## src/msm_defs.svh

```systemverilog
`ifndef MSM_DEFS_SVH
`define MSM_DEFS_SVH

// ----------------------------------------------------------------
// address map boundaries
// ----------------------------------------------------------------
`define MSM_FLASH_LO_END 16'h7FFF
`define MSM_XD_FLASH_END 16'hDEFF
`define MSM_RADIO_BASE 16'hDF00
`define MSM_RADIO_END 16'hDF7F
`define MSM_SFR_WIN_BASE 16'hDF80
`define MSM_SFR_WIN_END 16'hDFFF
`define MSM_SRAM_BASE 16'hE000
`define MSM_DATA_SRAM_BASE 13'h1F00
`define MSM_BIT_DATA_BASE 13'h1F20
`define MSM_BIT_SFR_LIMIT 8'h80

// ----------------------------------------------------------------
// retention window of the sram in the deep low-power modes
// ----------------------------------------------------------------
`define MSM_RETAIN_BASE 16'hF000
`define MSM_NORET_LO 16'hFD56
`define MSM_NORET_HI 16'hFEFF

// ----------------------------------------------------------------
// mapping control registers: sfr index (address minus 0x80) and fields
// ----------------------------------------------------------------
`define MSM_SFR_MEMCTL 7'h47
`define MSM_SFR_BANKMAP 7'h1F
`define MSM_MEMCTL_UNIF_BIT 6
`define MSM_MEMCTL_BANK_LSB 4
`define MSM_BANKMAP_LSB 0
`define MSM_CTRL_RESET 8'h00
`define MSM_BANK_RESET 2'h0

// ----------------------------------------------------------------
// sfrs held inside the core, one bit per sfr index
// ----------------------------------------------------------------
`define MSM_CORE_SFR_MASK 128'h00010001_00010000_00000000_0004003E

`endif

```

## src/msm_pkg.sv

```systemverilog
package msm_pkg;

  typedef enum logic [4:0] {
    SPACE_CODE = 5'h01,
    SPACE_DATA = 5'h02,
    SPACE_XDATA = 5'h04,
    SPACE_SFR = 5'h08,
    SPACE_BIT = 5'h10
  } msm_space_t;

  typedef enum logic [5:0] {
    TGT_NONE = 6'h01,
    TGT_FLASH = 6'h02,
    TGT_SRAM = 6'h04,
    TGT_SFR = 6'h08,
    TGT_RADIO = 6'h10,
    TGT_CORE = 6'h20
  } msm_target_t;

  typedef struct packed {
    logic valid;
    msm_space_t space;
    logic [15:0] addr;
    logic write;
    logic [7:0] wdata;
  } msm_req_t;

  typedef struct packed {
    msm_target_t target;
    logic [16:0] flash_addr;
    logic [12:0] sram_addr;
    logic [6:0] reg_addr;
    logic [2:0] bit_idx;
    logic bit_op;
    logic retained;
  } msm_resp_t;

  typedef struct packed {
    logic valid;
    logic from_fetch;
    logic write;
    logic [7:0] wdata;
    msm_resp_t resp;
  } msm_acc_t;

endpackage : msm_pkg

```

## src/msm_mapper.sv

```systemverilog
// What this block does
// - reset selects standard code mapping: only flash is reachable in code space
// - unified bit set maps flash, sram and registers into code space
// - flash above 32 KB: xdata 0x0000-0xDEFF maps to first 56 KB flash
// - 32 KB flash: whole flash sits at xdata 0x0000-0x7FFF
// - 32 KB flash: unimplemented regions give an undefined result
// - sram of 8 KB sits at xdata 0xE000-0xFFFF on every option
// - xdata 0xDF80-0xDFFF goes to the sfr file
// - xdata 0xDF00-0xDF7F goes to the radio register area
// - bank select never changes the xdata view of flash
// - sfr space holds 128 bytes; multiples of eight are bit addressable
// - code and xdata share one bus; a fetch waits for xdata access
// - unified code above 0xDEFF returns no flash content
// - unified code space reaches the sram so code can run there
// - 128 KB flash: upper 32 KB code banked over four banks, lower fixed
// - bank select lives behind two aliased register locations
// - banking plus unified mapping exposes only lowest 24 KB of bank
// - data space is the top 256 sram bytes, also at 0xFF00-0xFFFF
// - core-internal sfrs are not reachable through the xdata window
// - core-internal sfrs are not reachable through unified code space
// - sram 0xF000-0xFFFF retains in deep low-power modes, minus exclusions
`timescale 1ns/1ps
`include "msm_defs.svh"

module msm_mapper
  import msm_pkg::*;
#(
  parameter int FLASH_KB = 128,
  parameter logic [127:0] CORE_SFR_MASK = `MSM_CORE_SFR_MASK
)
(
  // clock and reset
  input wire logic mclk,
  input wire logic reset,
  // instruction fetch from the core
  input wire logic fetch_valid,
  input wire logic [15:0] fetch_addr,
  output logic fetch_ready,
  // data access from the core or dma
  input msm_req_t data_req,
  output logic data_ready,
  // shared code/xdata bus toward the memories
  output msm_acc_t bus_acc,
  // internal data/sfr port toward sram and sfr file
  output msm_acc_t int_acc,
  // mapping register readback
  output logic map_rd_hit,
  output logic [7:0] map_rdata,
  // mapping state for the rest of the chip
  output logic unified_code_map_select,
  output logic [1:0] flash_bank_sel
);

  // ----------------------------------------------------------------
  // option flags
  // ----------------------------------------------------------------
  localparam logic FLASH_BIG = (FLASH_KB > 32);
  localparam logic FLASH_BANKED = (FLASH_KB == 128);

  // ----------------------------------------------------------------
  // region helpers
  // ----------------------------------------------------------------
  function automatic logic is_core_sfr(input logic [6:0] idx);
    is_core_sfr = CORE_SFR_MASK[idx];
  endfunction : is_core_sfr

  function automatic logic retained_at(input logic [15:0] a);
    logic in_win;
    logic in_excl;
    in_win = (a >= `MSM_RETAIN_BASE);
    in_excl = (a >= `MSM_NORET_LO) && (a <= `MSM_NORET_HI);
    retained_at = in_win && !in_excl;
  endfunction : retained_at

  // ----------------------------------------------------------------
  // decoder: pure function of space, address and mapping state
  // ----------------------------------------------------------------
  function automatic msm_resp_t decode(
    input msm_space_t sp,
    input logic [15:0] a,
    input logic unif,
    input logic [1:0] bk
  );
    msm_resp_t r;
    logic lo_half;
    logic up_flash;
    logic in_radio;
    logic in_sfrw;
    logic in_sram;
    logic [1:0] bank_eff;
    logic [6:0] widx;
    r = '0;
    r.target = TGT_NONE;
    lo_half = (a <= `MSM_FLASH_LO_END);
    up_flash = !lo_half && (a <= `MSM_XD_FLASH_END);
    in_radio = (a >= `MSM_RADIO_BASE) && (a <= `MSM_RADIO_END);
    in_sfrw = (a >= `MSM_SFR_WIN_BASE) && (a <= `MSM_SFR_WIN_END);
    in_sram = (a >= `MSM_SRAM_BASE);
    widx = a[6:0];
    // 64 KB parts have one fixed upper bank
    bank_eff = FLASH_BANKED ? bk : 2'h1;
    unique case (sp)
      SPACE_XDATA: begin
        if (lo_half) begin
          r.target = TGT_FLASH;
          r.flash_addr = {1'b0, a};
        end else if (up_flash && FLASH_BIG) begin
          // fixed flash, bank select deliberately ignored
          r.target = TGT_FLASH;
          r.flash_addr = {1'b0, a};
        end else if (in_radio) begin
          r.target = TGT_RADIO;
          r.reg_addr = widx;
        end else if (in_sfrw) begin
          r.target = is_core_sfr(widx) ? TGT_NONE : TGT_SFR;
          r.reg_addr = widx;
        end else if (in_sram) begin
          r.target = TGT_SRAM;
          r.sram_addr = a[12:0];
          r.retained = retained_at(a);
        end
        // anything left on a 32 KB part stays undefined
      end
      SPACE_CODE: begin
        if (lo_half) begin
          r.target = TGT_FLASH;
          r.flash_addr = {2'h0, a[14:0]};
        end else if (!unif) begin
          if (FLASH_BIG) begin
            r.target = TGT_FLASH;
            r.flash_addr = {bank_eff, a[14:0]};
          end
        end else if (up_flash) begin
          if (FLASH_BIG) begin
            // only the lowest 24 KB of the bank fits below the registers
            r.target = TGT_FLASH;
            r.flash_addr = {bank_eff, a[14:0]};
          end
        end else if (in_radio) begin
          r.target = TGT_RADIO;
          r.reg_addr = widx;
        end else if (in_sfrw) begin
          r.target = is_core_sfr(widx) ? TGT_NONE : TGT_SFR;
          r.reg_addr = widx;
        end else if (in_sram) begin
          r.target = TGT_SRAM;
          r.sram_addr = a[12:0];
          r.retained = retained_at(a);
        end
      end
      SPACE_DATA: begin
        r.target = TGT_SRAM;
        r.sram_addr = `MSM_DATA_SRAM_BASE | {5'h00, a[7:0]};
        r.retained = retained_at({8'hFF, a[7:0]});
      end
      SPACE_SFR: begin
        // the upper half of an 8-bit direct address
        r.target = is_core_sfr(a[6:0]) ? TGT_CORE : TGT_SFR;
        r.reg_addr = a[6:0];
      end
      SPACE_BIT: begin
        r.bit_op = 1'b1;
        r.bit_idx = a[2:0];
        if (a[7:0] >= `MSM_BIT_SFR_LIMIT) begin
          r.target = is_core_sfr({a[6:3], 3'h0}) ? TGT_CORE : TGT_SFR;
          r.reg_addr = {a[6:3], 3'h0};
        end else begin
          r.target = TGT_SRAM;
          r.sram_addr = `MSM_BIT_DATA_BASE | {9'h000, a[6:3]};
          r.retained = 1'b1;
        end
      end
      default: begin
        r.target = TGT_NONE;
      end
    endcase
    decode = r;
  endfunction : decode

  // ----------------------------------------------------------------
  // mapping state
  // ----------------------------------------------------------------
  logic unif;
  logic [1:0] bank;
  logic [7:0] ctrl_rd;
  logic [7:0] bank_rd;
  logic ctrl_we;
  logic bank_we;

  // ----------------------------------------------------------------
  // arbitration of the shared code/xdata bus
  // ----------------------------------------------------------------
  wire data_on_bus = data_req.valid &&
                     (data_req.space == SPACE_XDATA || data_req.space == SPACE_CODE);
  wire data_on_int = data_req.valid && !data_on_bus;

  // a fetch cannot overlap an xdata or movc access, so it waits
  assign fetch_ready = !data_on_bus;
  assign data_ready = 1'b1;

  wire msm_space_t bus_space = data_on_bus ? data_req.space : SPACE_CODE;
  wire [15:0] bus_addr = data_on_bus ? data_req.addr : fetch_addr;
  wire bus_valid = data_on_bus || fetch_valid;

  // ----------------------------------------------------------------
  // decode both ports
  // ----------------------------------------------------------------
  wire msm_resp_t bus_resp = decode(bus_space, bus_addr, unif, bank);
  wire msm_resp_t int_resp = decode(data_req.space, data_req.addr, unif, bank);

  always_comb begin
    bus_acc.valid = bus_valid;
    bus_acc.from_fetch = !data_on_bus && fetch_valid;
    bus_acc.write = data_on_bus && data_req.write && data_req.space == SPACE_XDATA;
    bus_acc.wdata = data_req.wdata;
    bus_acc.resp = bus_resp;
    int_acc.valid = data_on_int;
    int_acc.from_fetch = 1'b0;
    int_acc.write = data_on_int && data_req.write;
    int_acc.wdata = data_req.wdata;
    int_acc.resp = int_resp;
  end

  // ----------------------------------------------------------------
  // snoop writes to the two mapping registers on either port
  // ----------------------------------------------------------------
  wire bus_sfr = bus_acc.valid && bus_resp.target == TGT_SFR;
  wire int_sfr = int_acc.valid && int_resp.target == TGT_SFR && !int_resp.bit_op;
  wire bus_ctrl_hit = bus_sfr && bus_resp.reg_addr == `MSM_SFR_MEMCTL;
  wire bus_bank_hit = bus_sfr && bus_resp.reg_addr == `MSM_SFR_BANKMAP;
  wire int_ctrl_hit = int_sfr && int_resp.reg_addr == `MSM_SFR_MEMCTL;
  wire int_bank_hit = int_sfr && int_resp.reg_addr == `MSM_SFR_BANKMAP;

  // both ports carry the same data_req write data, never a fetch
  assign ctrl_we = (bus_ctrl_hit && bus_acc.write) || (int_ctrl_hit && int_acc.write);
  assign bank_we = (bus_bank_hit && bus_acc.write) || (int_bank_hit && int_acc.write);

  msm_map_ctrl u_ctrl (
    .mclk(mclk),
    .reset(reset),
    .ctrl_we(ctrl_we),
    .bank_we(bank_we),
    .wdata(data_req.wdata),
    .unified_code_map_select(unif),
    .bank_sel(bank),
    .memory_control_rd(ctrl_rd),
    .flash_bank_map_rd(bank_rd)
  );

  // ----------------------------------------------------------------
  // readback of the mapping registers
  // ----------------------------------------------------------------
  wire rd_ctrl = ((bus_ctrl_hit && !bus_acc.write) || (int_ctrl_hit && !int_acc.write));
  wire rd_bank = ((bus_bank_hit && !bus_acc.write) || (int_bank_hit && !int_acc.write));

  assign map_rd_hit = rd_ctrl || rd_bank;
  assign map_rdata = rd_ctrl ? ctrl_rd : (rd_bank ? bank_rd : 8'h00);
  assign unified_code_map_select = unif;
  assign flash_bank_sel = bank;

endmodule : msm_mapper

```

## src/msm_map_ctrl.sv

```systemverilog
`timescale 1ns/1ps
`include "msm_defs.svh"

module msm_map_ctrl
  import msm_pkg::*;
(
  // clock and reset
  input wire logic mclk,
  input wire logic reset,
  // write strobes from either alias
  input wire logic ctrl_we,
  input wire logic bank_we,
  input wire logic [7:0] wdata,
  // mapping state
  output logic unified_code_map_select,
  output logic [1:0] bank_sel,
  output logic [7:0] memory_control_rd,
  output logic [7:0] flash_bank_map_rd
);

  // ----------------------------------------------------------------
  // storage: one bank field behind two register locations
  // ----------------------------------------------------------------
  logic [7:0] ctrl_q;
  logic [7:0] ctrl_d;
  logic [1:0] bank_q;
  logic [1:0] bank_d;

  assign ctrl_d = ctrl_we ? wdata : ctrl_q;
  // bank map write wins when both aliases are hit in one cycle
  assign bank_d = bank_we ? wdata[`MSM_BANKMAP_LSB +: 2] :
                  ctrl_we ? wdata[`MSM_MEMCTL_BANK_LSB +: 2] : bank_q;

  always_ff @(posedge mclk or posedge reset) begin
    if (reset) begin
      ctrl_q <= `MSM_CTRL_RESET;
      bank_q <= `MSM_BANK_RESET;
    end else begin
      ctrl_q <= ctrl_d;
      bank_q <= bank_d;
    end
  end

  // ----------------------------------------------------------------
  // readback, both views show the same bank bits
  // ----------------------------------------------------------------
  logic [7:0] ctrl_view;
  logic [7:0] bank_view;

  always_comb begin
    ctrl_view = ctrl_q;
    ctrl_view[`MSM_MEMCTL_BANK_LSB +: 2] = bank_q;
    bank_view = 8'h00;
    bank_view[`MSM_BANKMAP_LSB +: 2] = bank_q;
  end

  assign unified_code_map_select = ctrl_q[`MSM_MEMCTL_UNIF_BIT];
  assign bank_sel = bank_q;
  assign memory_control_rd = ctrl_view;
  assign flash_bank_map_rd = bank_view;

endmodule : msm_map_ctrl

```

## config.mk

```make
export PLATFORM = sky130hd
export DESIGN_NAME = msm_mapper
export DESIGN_NICKNAME = d
export VERILOG_FILES = /design/src/msm_pkg.sv /design/src/msm_mapper.sv /design/src/msm_map_ctrl.sv
export VERILOG_INCLUDE_DIRS = /design/src
export SDC_FILE = /design/constraint.sdc
export NUM_CORES = 1
export LEC_CHECK = 0
export BUFFER_PORTS_ARGS = -buffer_cell sky130_fd_sc_hd__buf_4
export CELL_PAD_IN_SITES_DETAIL_PLACEMENT = 1
export CELL_PAD_IN_SITES_GLOBAL_PLACEMENT = 1
export CORE_AREA = 2 2 126 79
export DETAILED_ROUTE_END_ITERATION = 10
export DIE_AREA = 0 0 128 81
export GPL_TIMING_DRIVEN = 0
export PLACE_DENSITY = 0.83
export SYNTH_ARGS = -nofsm -noshare
export SYNTH_HDL_FRONTEND = slang
export SYNTH_SLANG_ARGS = --single-unit
```

## constraint.sdc

```tcl
create_clock -name mclk -period 2.8 [get_ports mclk]
set_clock_uncertainty 0.1 [all_clocks]
set_input_delay 0.14 -clock mclk [delete_from_list [all_inputs] [get_ports mclk]]
set_output_delay 0.14 -clock mclk [all_outputs]
set_load 0.03 [all_outputs]
```

* Word level (Yosys, flattened, before mapping) *
Memories as Yosys holds them, arrays and structs flattened.
Cells that the tools add are included.

word-level totals
  memories kept = 4
  output and inout bits = 132
  bits in read-only memories = 288
  bits in registers = 10
  word-level logic and storage cells = 181
  input port bits = 50

memories
  name             depth  width  rd ports  clocked after Yosys merged registers in  wr ports  RTL line          source
  (no name shown)  128    1      1         0                                        0         msm_mapper.sv:64  is_core_sfr = CORE_SFR_MASK[idx];
  (no name shown)  128    1      1         0                                        0         msm_mapper.sv:64
  (no name shown)  16     1      1         0                                        0         msm_mapper.sv:64
  (no name shown)  16     1      1         0                                        0         msm_mapper.sv:64

operators by class
  magnitude comparators = 26
  reductions and logical operators = 47
  multiplexer cells = 86
  equal/unequal tests = 16

operators with widths
  cell                                                               count
  greater-or-equal comparator 16 bit (second input constant)         10
  two-way mux 20 bit                                                 8
  two-way mux 23 bit                                                 6
  less-or-equal comparator 16 bit (second input constant)            8
  two-way mux 13 bit                                                 8
  case mux 13 bit (4 select lines)                                   2
  two-way mux 6 bit                                                  12
  case mux 17 bit (2 select lines)                                   2
  case mux 6 bit (5 select lines)                                    2
  case mux 7 bit (4 select lines)                                    2
  two-way mux 16 bit                                                 3
  two-way mux 7 bit                                                  6
  two-way mux 17 bit                                                 2
  less-or-equal comparator 16 x 15 -> 1 bit (second input constant)  2
  less-than comparator 7 x 8 -> 1 bit (second input constant)        4
  logical AND 1 bit                                                  31
  two-way mux 1 bit                                                  20
  greater-or-equal comparator 8 bit (second input constant)          2
  two-way mux 4 bit                                                  4
  equality test 7 x 5 -> 1 bit (second input constant)               2
  equality test 7 bit (second input constant)                        2
  equality test 6 x 4 -> 1 bit (second input constant)               2
  equality test 5 x 1 -> 1 bit (second input constant)               2
  equality test 5 x 2 -> 1 bit (second input constant)               2
  11 further kinds                                                   31

* Logic depth before layout (Yosys ltp) *
Gate-level depths: netlist of the first run.

  depth in word-level cells = 20
  mapped depth = 11
  mapped depth without buffers = 8

* Cells and area by module *
A second synthesis of the first run with hierarchy kept.

second synthesis, totals
  cell total of the unflattened synthesis = 369
  area total of the unflattened synthesis = 2501.1 um^2

modules (own cells, without submodules)
  module        sequential area each (um^2)  area an instance (um^2)  cells an instance  instances
  msm_mapper    0.0                          2072.0                   335                1
  msm_map_ctrl  200.2                        429.2                    34                 1

* Least setup slack after synthesis of the first run *
OpenSTA, ideal clock, no wires.

  kind = input to output
  from = in data_req[26] (netlist bit)
  to = out bus_acc[41] (netlist bit)
  path buffers = 3
  required time = 2.560 ns
  data arrival time = 2.890 ns
  path slack = -0.330 ns
  stages on the path = 8
  path through = buf_6 -> nor3_4 -> and3_1 -> inv_1 -> buf_4 -> buf_2 -> mux2i_1 -> a2111oi_0

RTL lines
  item             RTL line          source
  start, declared  msm_mapper.sv:40  input msm_req_t data_req,
  end, declared    msm_mapper.sv:43  output msm_acc_t bus_acc,

* Worst setup path after layout of the first run *
  from = reg u_ctrl.ctrl_q[6]
  to = out map_rdata[1]

on the way
  word-level cells in the longest chain between the ends = 11
  elaborated cells between the ends (all ways) = 33
  classes of those cells = 6 x eq/ne; 14 x mux; 13 x reduce/logical

RTL lines
  item                             RTL line            source
  start, declared                  msm_map_ctrl.sv:24  logic [7:0] ctrl_q;
  start signal, assigned           msm_map_ctrl.sv:36  ctrl_q <= `MSM_CTRL_RESET;
  start signal, assigned           msm_map_ctrl.sv:39  ctrl_q <= ctrl_d;
  two-way mux 23 bit               msm_mapper.sv:128   end else if (!unif) begin
  two-way mux 23 bit               msm_mapper.sv:125   if (lo_half) begin
  case mux 6 bit (5 select lines)  msm_mapper.sv:102   unique case (sp)
  equality test 6 x 4 -> 1 bit     msm_mapper.sv:228   wire int_sfr = int_acc.valid && int_resp.target == TGT_SFR && !int_resp.bit_op;
  logical AND 1 bit (2 in series)  msm_mapper.sv:228
  logical AND 1 bit (no line)      n/a
  logical AND 1 bit                msm_mapper.sv:254   wire rd_bank = ((bus_bank_hit && !bus_acc.write) || (int_bank_hit && !int_acc.write));
  logical OR 1 bit                 msm_mapper.sv:254
  two-way mux 2 bit                msm_mapper.sv:257   assign map_rdata = rd_ctrl ? ctrl_rd : (rd_bank ? bank_rd : 8'h00);
  two-way mux 8 bit *              msm_mapper.sv:257
  end, declared                    msm_mapper.sv:48    output logic [7:0] map_rdata,

Every way passes the cells marked *; elsewhere a longest branch is shown, timed or not.

==> qor.yml, run 1 <==
power:
  sw_frac_of_total_pct: 40.5
  seqPwrFrac_pct: 14.2
  power.internal_mw: 0.495
  clock_power_share_pct: 29.1
  power_leakage_nw: 2.19
  power.switching_mw: 0.337
  peakVddDrop_v: 0.000132
  share_comb_of_total_power_pct: 56.7
  pwr_density_cell_nw_per_um2: 197
floorplanning:
  floorplan.die_area_um2: 10400
  io-pin-count: 182
  die_width_um: 128
  initial_core_util_pct: 25.7
  number_of_rows_in_the_core_area: 28
  core_area_um2: 9390
  die_height_um: 81
worst_setup_path:
  path_max_fanout: 3
  cp-end-kind: "output port"
  cp_data_arrival_time_ns: 2.57
  category_of_cells_accounting_for_the_largest_share_of_critical_path_delay: "simple AND/OR/NAND/NOR gates"
  highest_delay_cell_along_the_critical_path: "sky130_fd_sc_hd__or4_4"
  reg2reg_setup_slack_ns: 0.07
  worstRegToRegCells: 9
  critical_path_buf_inv_count: 2
  crit_chain: "nand3b_1 -> a2111oi_4 -> buf_4 -> a21oi_4 -> or4_4 -> o32ai_4 -> nand2_1 -> mux2i_2 -> buf_6"
  required_ns: 2.56
  worst_path_largest_cell_delay_ns: 0.55
  worstSetupPathType: "reg2out"
  rr_startpoint: "u_ctrl.ctrl_q[6]$_DFFE_PP0P_"
  regToRegEndpoint: "u_ctrl.bank_sel[0]$_DFFE_PP0P_"
  worst_setup_path_start_kind: "register"
timing:
  setup_tns_ns: -0.00574
  grt_setup_unrepaired: "true"
  slew-limit-headroom_pct: 50.6
  slew_viol_final: 0
  hold_violations: 0
  worst_pin_slew_ns: 0.723
  timing.final.crit_share_pct: 100
  setup_viol: 1
  final.min_clock_period_ns: 2.81
  fmax_mhz: 356
  final_critical_path_setup_slack_ns: -0.00574
logic_synthesis:
  yosysTopAreaCellShare_pct: 9.34
  synth_warnings: 0
  syn-instance-count: 347
  ys_seq_area_share_pct: 8.30
  post_synth_main_area_contributors: "sky130_fd_sc_hd__buf_4 (9.3%), sky130_fd_sc_hd__nor2_1 (8.6%), sky130_fd_sc_hd__dfrtp_1 (8.3%)"
  netlist_top_cells_count: "sky130_fd_sc_hd__nor2_1 (55), sky130_fd_sc_hd__nand2_1 (33), sky130_fd_sc_hd__buf_4 (30), sky130_fd_sc_hd__and2_1 (29), sky130_fd_sc_hd__mux2i_1 (17)"
  dominant_synthesized_flop_cell: "sky130_fd_sc_hd__dfrtp_1"
  synth_top_cell_by_area: "sky130_fd_sc_hd__buf_4"
  synth_edf_count: 0
  asyncSetResetFlopFracSynth_pct: 100
  syn-mean-instance-area_um2: 6.95
  synth_seq_cells: 8
  mappedNetlistArea_um2: 2410
  yosysMostFrequentCell: "sky130_fd_sc_hd__nor2_1"
  ys_types: 65
clock_network:
  htreeDepth: 1
  cts.sink_count: 8
  tritoncts_buffer_count: 3
  clock_root_buffer_master: "sky130_fd_sc_hd__clkbuf_16"
  clk-insertion-delay-late_ns: 0.23
  clk_pin_slew_ns: 0.04
  clock_tree_from_tritoncts: "done"
  maximum_number_of_buffers_from_clock_root_to_sink: 2
route:
  route.detailed.vias_per_inst: 5.05
  vias: 3388
  remaining_drc_errors: 0
  drt-pass1-iter-count: 5
  route.antenna.remaining_nets: 0
  drt-wirelength-per-cell_um: 18.3
  drt_iter0_drc: 229
  postRouteWirelength_mm: 12.3
layout:
  layout_overhead_on_the_synthesized_area_pct: 75.5
  proportion_of_layout_cells_with_a_drive_suffix_above_1_pct: 50.8
  end_of_flow_core_utilization_pct: 45.1
  final_net_count: 603
  antenna_cells_inserted: 0
placed_design:
  placement.setup.worst_slack_ns: -0.316
  detailedPlacementHpwl_mm: 9.57
  port_buffers: 167
  place_congestion: 0.849
global_routing:
  grt_pass1_vias: 3452
  total_track_usage_pct: 22.7
  grt.overflow.total: 0
  global_route_wire_length_before_repair_mm: 18.7
  pin_count_of_the_biggest_net_entering_global_routing: 11
  antenna_found_initial: 0
worst_hold_path:
  whs_endpoint: "u_ctrl.ctrl_q[7]$_DFFE_PP0P_"
  worst_hold_path.num_cells: 2
  worstHoldPathType: "in2reg"
  worst_hold_startpoint: "data_req[7]"
run:
  cap_viol_max_count: 0
outcome:
  status: "finished with violations"
  failed_checks: "setup timing"
==> worst max path at each step <==
stage                     slack [ns]           end  depth (start not counted)                    startpoint
final                         -0.006  map_rdata[1]                          9  u_ctrl.ctrl_q[6]$_DFFE_PP0P_
after global routing           -0.08  map_rdata[1]                          9  u_ctrl.ctrl_q[6]$_DFFE_PP0P_
after CTS                      -0.01  map_rdata[1]                          9  u_ctrl.ctrl_q[6]$_DFFE_PP0P_
after detailed placement       -0.32  map_rdata[1]                         13                  data_req[29]
after global placement         -0.24  map_rdata[1]                          8  u_ctrl.ctrl_q[6]$_DFFE_PP0P_
after floorplan                 0.03  map_rdata[0]                          7  u_ctrl.ctrl_q[6]$_DFFE_PP0P_
==> per-stage QoR <==
stage                     hold slack, ns  power, mW  instance area, um2  instances
after global routing              0.0737      0.872                4230        671
final                             0.0596      0.832                4230        671
after detailed placement          0.0298      0.560                3840        639
after global placement           0.00247      0.548                3840        639
after floorplan                   -0.144      0.382                2440        352
after CTS                         0.0601      0.824                4130        662
==> flip-flops by register name, indices dropped and copies added (netlist names) <==
name / flops
u_ctrl.ctrl_q: 6
u_ctrl.bank_sel: 2
==> cells by family (layout without fill, tap and decap cells) <==
group	Yosys count	after routing	share of synthesized area (%)
compound gates	60	60	22.6
buf+inv	63	262	16.2
xor+xnor	4	4	1.45
simple gates	182	182	39.0
mux	28	28	12.2
other cells	2	7	0.311
flops	8	8	8.30
==> routing by layer <==
metal | part of all wire [%] | global-route usage (%) | vias to the layer above | wire length [um]
met3 | 6.7 | 4.68 | 24 | 823
met5 | 0 | 0 | - | 0
met4 | 2.1 | 5.38 | 0 | 264
met1 | 46 | 30.1 | 1628 | 5600
met2 | 46 | 38.2 | 154 | 5610
li1 | - | - | 1582 | -
==> cells in the final DEF (no fill, tap or decap), types with 3 or more instances in the layout <==
cell / instances
sky130_fd_sc_hd__buf_4: 225
sky130_fd_sc_hd__nor2_1: 55
sky130_fd_sc_hd__nand2_1: 33
sky130_fd_sc_hd__and2_1: 29
sky130_fd_sc_hd__inv_1: 14
sky130_fd_sc_hd__mux2i_1: 13
sky130_fd_sc_hd__nor2b_1: 11
sky130_fd_sc_hd__nand3_1: 11
sky130_fd_sc_hd__mux2_2: 9
sky130_fd_sc_hd__buf_6: 8
sky130_fd_sc_hd__nor3_1: 8
sky130_fd_sc_hd__clkbuf_1: 7
sky130_fd_sc_hd__conb_1: 7
sky130_fd_sc_hd__dfrtp_1: 7
sky130_fd_sc_hd__o21ai_0: 5
sky130_fd_sc_hd__nand2b_1: 5
sky130_fd_sc_hd__nand4_1: 5
sky130_fd_sc_hd__a21o_2: 5
sky130_fd_sc_hd__a22o_1: 5
sky130_fd_sc_hd__a21oi_1: 5
sky130_fd_sc_hd__and3_1: 4
sky130_fd_sc_hd__a2111oi_4: 3
sky130_fd_sc_hd__a31oi_1: 3
sky130_fd_sc_hd__o21ba_2: 3
sky130_fd_sc_hd__mux2i_2: 3
sky130_fd_sc_hd__o21a_1: 3
sky130_fd_sc_hd__clkbuf_16: 3
==> power groups by stage <==
stage          Clock (mW)  Sequential (mW)  Combinational [mW]
2_1_floorplan           0            0.119               0.263
3_3_place_gp            0            0.119               0.429
3_5_place_dp            0            0.119               0.441
4_1_cts             0.246            0.118               0.460
5_1_grt             0.253            0.118               0.502
6_report            0.242            0.118               0.472
==> layout make-up <==
| class | instances | area, um2 |
|---|---|---|
| Inverter | 14 | 52.6 |
| Fill cell | 1179 | 5150 |
| Buffer | 47 | 342 |
| Sequential cell | 8 | 201 |
| Multi-Input combinational cell | 281 | 1920 |
| Tap cell | 120 | 150 |
| Clock buffer | 3 | 75.1 |
| Timing Repair Buffer | 198 | 1500 |
==> what timing repair did <==
item | in CTS | in global routing
setup buffers | 20 | 10
pin swaps | 5 | 9
endpoints found under the setup margin | 33 | 33
resized for setup | 12 | 12
hold endpoints to repair | 8 | 0
hold buffers | 1 | 0
(Power assumes the default switching activity.)
==> run 2, diff against run 1 <==
- CORE_AREA: 2 2 126 79 -> 2 2 121 76
- DIE_AREA: 0 0 128 81 -> 0 0 123 78
- PLACE_DENSITY: 0.83 -> 0.89
- clock period: 2.8 -> 3.41 ns (I/O delays scaled with it)
==> run 2 against run 1 <==
Against the previous run:
- the flow now finishes without violations
- non-clock buffer count shrank 27
- power down 19%
- first-iteration DRC count is 0.44% higher
- flip-flop and latch count is the same
- clock power fell by 16%
- largest cell class unchanged
- sequential power down 18%
==> qor.yml, run 2 (synthesized netlist as in run 1, its figures left out) <==
power:
  sw_frac_of_total_pct: 41.1  # was 40.5%
  peakVddDrop_v: 0.000111  # was 0.000132 V
  pwr_density_cell_nw_per_um2: 171  # was 197 nW/um2
  share_comb_of_total_power_pct: 55.2  # was 56.7%
  power.switching_mw: 0.276  # was 0.337 mW
  power_leakage_nw: 2.05  # was 2.19 nW
  seqPwrFrac_pct: 14.4  # was 14.2%
  power.internal_mw: 0.395  # was 0.495 mW
  clock_power_share_pct: 30.4  # was 29.1%
clock_network:
  clock_root_buffer_master: "sky130_fd_sc_hd__clkbuf_16"  # unchanged
  htreeDepth: 1  # unchanged
  clk_pin_slew_ns: 0.04  # about the same
  cts.sink_count: 8  # unchanged
  clk-insertion-delay-late_ns: 0.23  # about the same
  maximum_number_of_buffers_from_clock_root_to_sink: 2  # unchanged
  tritoncts_buffer_count: 3  # unchanged
  clock_tree_from_tritoncts: "done"  # unchanged
worst_setup_path:
  cp-end-kind: "output port"  # unchanged
  path_max_fanout: 7  # was 3
  worst_setup_path_start_kind: "register"  # unchanged
  critical_path_buf_inv_count: 2  # unchanged
  worst_path_largest_cell_delay_ns: 0.60  # was 0.55 ns
  crit_chain: "nand3b_1 -> a2111oi_4 -> buf_4 -> a21oi_2 -> or4_1 -> o32ai_2 -> nand2_1 -> mux2i_1 -> buf_4"  # was nand3b_1 -> a2111oi_4 -> buf_4 -> a21oi_4 -> or4_4 -> o32ai_4 -> nand2_1 -> mux2i_2 -> buf_6
  category_of_cells_accounting_for_the_largest_share_of_critical_path_delay: "simple AND/OR/NAND/NOR gates"  # unchanged
  highest_delay_cell_along_the_critical_path: "sky130_fd_sc_hd__or4_1"  # was sky130_fd_sc_hd__or4_4
  required_ns: 3.14  # was 2.56 ns
  worstSetupPathType: "reg2out"  # unchanged
  cp_data_arrival_time_ns: 2.94  # was 2.57 ns
  cpMostUsedCell: "sky130_fd_sc_hd__buf_4"
layout:
  proportion_of_layout_cells_with_a_drive_suffix_above_1_pct: 45.8  # was 50.8%
  final_common_cell: "sky130_fd_sc_hd__buf_4"  # unchanged
  final.fill_count: 1072  # was 1,179
  layout_overhead_on_the_synthesized_area_pct: 62.7  # was 75.5%
  antenna_cells_inserted: 0  # unchanged
  layout.cells.most_common_list: "sky130_fd_sc_hd__buf_4 (198), sky130_fd_sc_hd__nor2_1 (55), sky130_fd_sc_hd__nand2_1 (33)"  # was sky130_fd_sc_hd__buf_4 (225), sky130_fd_sc_hd__nor2_1 (55), sky130_fd_sc_hd__nand2_1 (33)
  largest_register_ffs: 6  # unchanged
  final-instance-count-excl-fill: 636  # was 671
  max_flop_register: "u_ctrl.ctrl_q"  # unchanged
  final_net_count: 576  # was 603
timing:
  fmax_mhz: 311
  grt_setup_unrepaired: "false"  # was true
  timing.final.crit_share_pct: 94.3
  setup_viol: 0  # was 1
  final.min_clock_period_ns: 3.21
  finalHoldWorstSlack_ns: 0.0890  # was 0.0596 ns
  slew-limit-headroom_pct: 50.1  # was 50.6%
  slew_viol_final: 0  # unchanged
  worst_pin_slew_ns: 0.740  # was 0.723 ns
  hold_violations: 0  # unchanged
  setup_tns_ns: 0  # was -0.00574 ns
route:
  remaining_drc_errors: 0  # unchanged
  vias: 3296  # was 3,388
  postRouteWirelength_mm: 12.0  # was 12.3 mm
  route.detailed.vias_per_inst: 5.18  # was 5.05
  drt_iter0_drc: 230  # was 229
  drt-pass1-iter-count: 5  # unchanged
  drt-wirelength-per-cell_um: 18.9  # was 18.3 um
  route.antenna.remaining_nets: 0  # unchanged
placed_design:
  dpl.cell_count: 631  # was 639
  port_buffers: 167  # unchanged
  detailedPlacementHpwl_mm: 9.69  # was 9.57 mm
  place_congestion: 0.883  # was 0.849
global_routing:
  global_route_wire_length_before_repair_mm: 18.1  # was 18.7 mm
  pin_count_of_the_biggest_net_entering_global_routing: 11  # unchanged
  total_track_usage_pct: 23.7  # was 22.7%
  antenna_found_initial: 0  # unchanged
  grt_pass1_vias: 3312  # was 3,452
  grt.overflow.total: 0  # unchanged
floorplanning:
  initial_core_util_pct: 28.7  # was 25.7%
  die_width_um: 123  # was 128 um
  core_area_um2: 8390  # was 9390 um2
  number_of_rows_in_the_core_area: 26  # was 28
  io-pin-count: 182  # unchanged
  floorplan.die_area_um2: 9590  # was 10,400 um2
  die_height_um: 78  # was 81 um
worst_hold_path:
  worstHoldPathType: "in2reg"  # unchanged
outcome:
  status: "complete, no violations"  # was finished with violations
run:
  cap_viol_max_count: 0  # unchanged
## run 2: cell count changes in the layout (fill, tap and decap cells not counted), sizes merged
cell | previous run | this run
buf | 234 | 207
## run 2: layer usage
layer	wire (um)	track usage, %
met4	73	2.73
met2	5610	39.8
met1	5260	32.0
met3	1070	4.71
met5	0	0
## run 2: power by group through the flow
stage          Sequential, mW  Clock, mW  Combinational [mW]
6_report               0.0969      0.204               0.370
5_1_grt                0.0970      0.209               0.392
4_1_cts                0.0969      0.203               0.367
3_5_place_dp           0.0981          0               0.364
3_3_place_gp           0.0980          0               0.353
2_1_floorplan          0.0979          0               0.216
## run 2: final timing paths
check	startpoint	end	cells past startpoint	slack (ns)
max	u_ctrl.ctrl_q[6]$_DFFE_PP0P_	map_rdata[0]	9	0.20
min reg2reg	u_ctrl.ctrl_q[2]$_DFFE_PP0P_	u_ctrl.ctrl_q[2]$_DFFE_PP0P_	1	0.40
max reg2reg	u_ctrl.ctrl_q[6]$_DFFE_PP0P_	u_ctrl.bank_sel[0]$_DFFE_PP0P_	8	0.37
min in group asynchronous	reset	u_ctrl.ctrl_q[6]$_DFFE_PP0P_	3	0.37
max in group asynchronous	reset	u_ctrl.ctrl_q[3]$_DFFE_PP0P_	3	2.58
min	data_req[6]	u_ctrl.ctrl_q[6]$_DFFE_PP0P_	2	0.09
## run 2: cell type report
class,count,area (um2),area share (%)
multi-input cells,281,1850,47.1
repair buffers,169,1270,32.4
plain buffers,49,338,8.61
flip-flops and latches,8,200,5.10
well taps,112,140,3.57
clock buffers,3,75.1,1.91
inverters,14,52.6,1.34
## run 2: repair_timing
item	4_1_cts	5_1_grt
endpoints found under the hold margin	8	0
setup buffers	0	1
endpoints found under the setup margin	0	2
gates resized for setup	0	1
hold buffers	1	0
## run 2: stage by stage
stage	util (%)	worst slack (ns)	cell area (um2)	power, mW
finish	46.8	0.196	3930	0.671
global route	46.8	0.0793	3930	0.698
CTS	46.6	0.0672	3910	0.667
detailed placement	45.6	0.301	3820	0.462
global placement	45.6	0.418	3820	0.451
floorplan	-	0.219	2430	0.314
==> run 3, diff against run 2 <==
- CORE_AREA: 2 2 121 76 -> 2 2 87 105
- DIE_AREA: 0 0 123 78 -> 0 0 89 107
==> run 3 against run 2 <==
Against the previous run:
- hold slack better by 0.0043 ns
- non-clock buffer count down 1
- first-iteration DRC count down 67%
- sequential share of layout area about the same
- cell area down 0.89%
- flip-flop and latch count unchanged
- via count down 2.9%
- fmax up 1.5%
- clock-buffer cell count unchanged
- final cell count up 0.63%
- utilization down 1.1 points
- critical endpoint unchanged
- largest power group unchanged
==> qor.yml, run 3 (synthesized netlist as in run 1, its figures left out) <==
timing:
  hold_violations: 0  # unchanged
  timing.final.crit_share_pct: 92.9  # was 94.3%
  final_critical_path_setup_slack_ns: 0.243  # was 0.196 ns
  final.min_clock_period_ns: 3.17  # was 3.21 ns
  slew-limit-headroom_pct: 48.8  # was 50.1%
  worst_pin_slew_ns: 0.759  # was 0.740 ns
  grt_setup_unrepaired: "false"  # unchanged
  fmax_mhz: 316  # was 311 MHz
  slew_viol_final: 0  # unchanged
  setup_tns_ns: 0  # unchanged
  setup_viol: 0  # unchanged
clock_network:
  tritoncts_buffer_count: 3  # unchanged
  htreeDepth: 1  # unchanged
  cts.sink_count: 8  # unchanged
  maximum_number_of_buffers_from_clock_root_to_sink: 2  # unchanged
  clk-insertion-delay-late_ns: 0.23  # about the same
  cts.repair_timing.setup_buffer_count: 0  # unchanged
  clk_pin_slew_ns: 0.04  # about the same
  clock_tree_from_tritoncts: "done"  # unchanged
  clock_root_buffer_master: "sky130_fd_sc_hd__clkbuf_8"  # was sky130_fd_sc_hd__clkbuf_16
placed_design:
  place_congestion: 0.840  # was 0.883
  detailedPlacementHpwl_mm: 9.19  # was 9.69 mm
  port_buffers: 167  # unchanged
  dpl_cell_area_um2: 3830  # was 3820 um2
  placement.setup.worst_slack_ns: 0.363  # was 0.301 ns
global_routing:
  total_track_usage_pct: 21.6  # was 23.7%
  grt.overflow.total: 0  # unchanged
  grt_pass1_vias: 3260  # was 3,312
  global_route_wire_length_before_repair_mm: 16.5  # was 18.1 mm
  antenna_found_initial: 0  # unchanged
  pin_count_of_the_biggest_net_entering_global_routing: 11  # unchanged
worst_setup_path:
  crit_chain: "nand3b_1 -> a2111oi_4 -> a21oi_2 -> or4_1 -> o32ai_2 -> nand2_1 -> mux2i_1 -> buf_4"  # was nand3b_1 -> a2111oi_4 -> buf_4 -> a21oi_2 -> or4_1 -> o32ai_2 -> nand2_1 -> mux2i_1 -> buf_4
  rr_startpoint: "u_ctrl.ctrl_q[6]$_DFFE_PP0P_"  # unchanged
  cell_depth_of_the_worst_setup_path: 8  # was 9
  category_of_cells_accounting_for_the_largest_share_of_critical_path_delay: "compound AO/OA/AOI/OAI gates"  # was simple AND/OR/NAND/NOR gates
  worst_path_largest_cell_delay_ns: 0.57  # was 0.60 ns
  worstRegToRegCells: 8  # unchanged
  end_of_the_critical_path: "map_rdata[0]"  # unchanged
  reg2reg_setup_slack_ns: 0.53  # was 0.37 ns
  critical_path_buf_inv_count: 1  # was 2
  cp_data_arrival_time_ns: 2.90  # was 2.94 ns
  worst_setup_path_start_kind: "register"  # unchanged
  regToRegEndpoint: "u_ctrl.bank_sel[0]$_DFFE_PP0P_"  # unchanged
  highest_delay_cell_along_the_critical_path: "sky130_fd_sc_hd__or4_1"  # unchanged
  required_ns: 3.14  # about the same
  path_max_fanout: 7  # unchanged
  worstSetupPathType: "reg2out"  # unchanged
  startpoint: "u_ctrl.ctrl_q[6]$_DFFE_PP0P_"  # unchanged
  cp-end-kind: "output port"  # unchanged
layout:
  final_net_count: 575  # was 576
  layout_overhead_on_the_synthesized_area_pct: 61.3  # was 62.7%
  design_area_um2: 3890  # was 3930 um2
  proportion_of_layout_cells_with_a_drive_suffix_above_1_pct: 45.7  # was 45.8%
  largest_register_ffs: 6  # unchanged
  combined_area_of_the_multi_input_logic_cells_um2: 1850  # unchanged
  final_common_cell: "sky130_fd_sc_hd__buf_4"  # unchanged
  sequential_cell_area_um2: 200  # unchanged
  end_of_flow_core_utilization_pct: 45.7  # was 46.8%
  max_flop_register: "u_ctrl.ctrl_q"  # unchanged
  final.fill_count: 1140  # was 1,072
  layout.cells.most_common_list: "sky130_fd_sc_hd__buf_4 (197), sky130_fd_sc_hd__nor2_1 (55), sky130_fd_sc_hd__nand2_1 (33)"  # was sky130_fd_sc_hd__buf_4 (198), sky130_fd_sc_hd__nor2_1 (55), sky130_fd_sc_hd__nand2_1 (33)
  antenna_cells_inserted: 0  # unchanged
route:
  drt-wirelength-per-cell_um: 17.0  # was 18.9 um
  drt-pass1-iter-count: 4  # was 5
  drt_iter0_drc: 77  # was 230
  vias: 3201  # was 3,296
  route.antenna.remaining_nets: 0  # unchanged
  route.detailed.vias_per_inst: 5.00  # was 5.18
  remaining_drc_errors: 0  # unchanged
  postRouteWirelength_mm: 10.9  # was 12.0 mm
run:
  cap_viol_max_count: 0  # unchanged
floorplanning:
  die_height_um: 107  # was 78 um
  core_area_um2: 8520  # was 8390 um2
  io-pin-count: 182  # unchanged
  initial_core_util_pct: 28.3  # was 28.7%
  die_width_um: 89  # was 123 um
  floorplan.die_area_um2: 9520  # was 9590 um2
  number_of_rows_in_the_core_area: 37  # was 26
power:
  power_leakage_nw: 2.03  # was 2.05 nW
  pwr_density_cell_nw_per_um2: 147  # was 171 nW/um2
  peakVddDrop_v: 0.000137  # was 0.000111 V
outcome:
  status: "complete, no violations"  # unchanged
worst_hold_path:
  worstHoldPathType: "in2reg"  # unchanged
==> run 3: changes by cell type in the layout (fill, tap and decap cells not counted), sizes merged <==
cell  delta
buf      -1
==> run 3: per-stage QoR <==
stage	power [mW]	hold slack (ns)	cells
after CTS	0.575	0.0900	640
final	0.573	0.0933	640
after global placement	0.448	0.0263	636
after global routing	0.604	0.0938	640
after detailed placement	0.458	0.0392	636
after floorplan	0.314	-0.114	352
==> run 3: where the power goes <==
part           leakage, nW  internal [mW]  switching [mW]
logic                 1.89          0.147           0.215
clock network       0.0216         0.0765          0.0378
registers            0.112         0.0961        0.000687
total                 2.03          0.320           0.253
==> run 3: final cells by class <==
cell class              count  share of cell area [%]
plain buffers              49                    8.68
well taps                 117                    3.76
flip-flops and latches      8                    5.15
repair buffers            168                    32.5
inverters                  14                    1.35
clock buffers               3                    1.06
multi-input cells         281                    47.5
==> run 3: per-layer routing <==
layer | vias to the layer above | global-route usage (%) | routed length, um | share of wire [%]
met2 | 115 | 40.2 | 5840 | 54
met4 | 0 | 7.46 | 286 | 2.6
li1 | 1526 | - | - | -
met1 | 1538 | 23.7 | 4040 | 37
met5 | - | 0 | 0 | 0
met3 | 22 | 4.31 | 732 | 6.7
==> run 3: timing repair <==
| item | CTS | global route |
|---|---|---|
| gates resized for setup | 0 | 1 |
| setup endpoints to repair | 0 | 2 |
| hold buffers | 1 | 0 |
| endpoints found under the hold margin | 8 | 0 |
==> run 3: how the worst min path moves through the flow <==
stage | from | endpoint | slack, ns | cells past startpoint
after floorplan | reset | u_ctrl.bank_sel[0]$_DFFE_PP0P_ | -0.11 | 1
after global placement | reset | u_ctrl.ctrl_q[7]$_DFFE_PP0P_ | 0.03 | 2
after detailed placement | reset | u_ctrl.ctrl_q[2]$_DFFE_PP0P_ | 0.04 | 2
after CTS | data_req[6] | u_ctrl.ctrl_q[6]$_DFFE_PP0P_ | 0.09 | 2
after global routing | data_req[6] | u_ctrl.ctrl_q[6]$_DFFE_PP0P_ | 0.09 | 2
final | data_req[6] | u_ctrl.ctrl_q[6]$_DFFE_PP0P_ | 0.09 | 2
==> run 3: worst register-to-register path, stage by stage (launching register included) <==
cell                       delay, ns
sky130_fd_sc_hd__dfrtp_1        0.46
sky130_fd_sc_hd__nand3b_1       0.22
sky130_fd_sc_hd__a211oi_2       0.59
sky130_fd_sc_hd__or2_1          0.19
sky130_fd_sc_hd__buf_6          0.12
sky130_fd_sc_hd__nor2_4         0.04
sky130_fd_sc_hd__a32oi_4        0.40
sky130_fd_sc_hd__mux2_1         0.37
sky130_fd_sc_hd__mux2_2         0.26
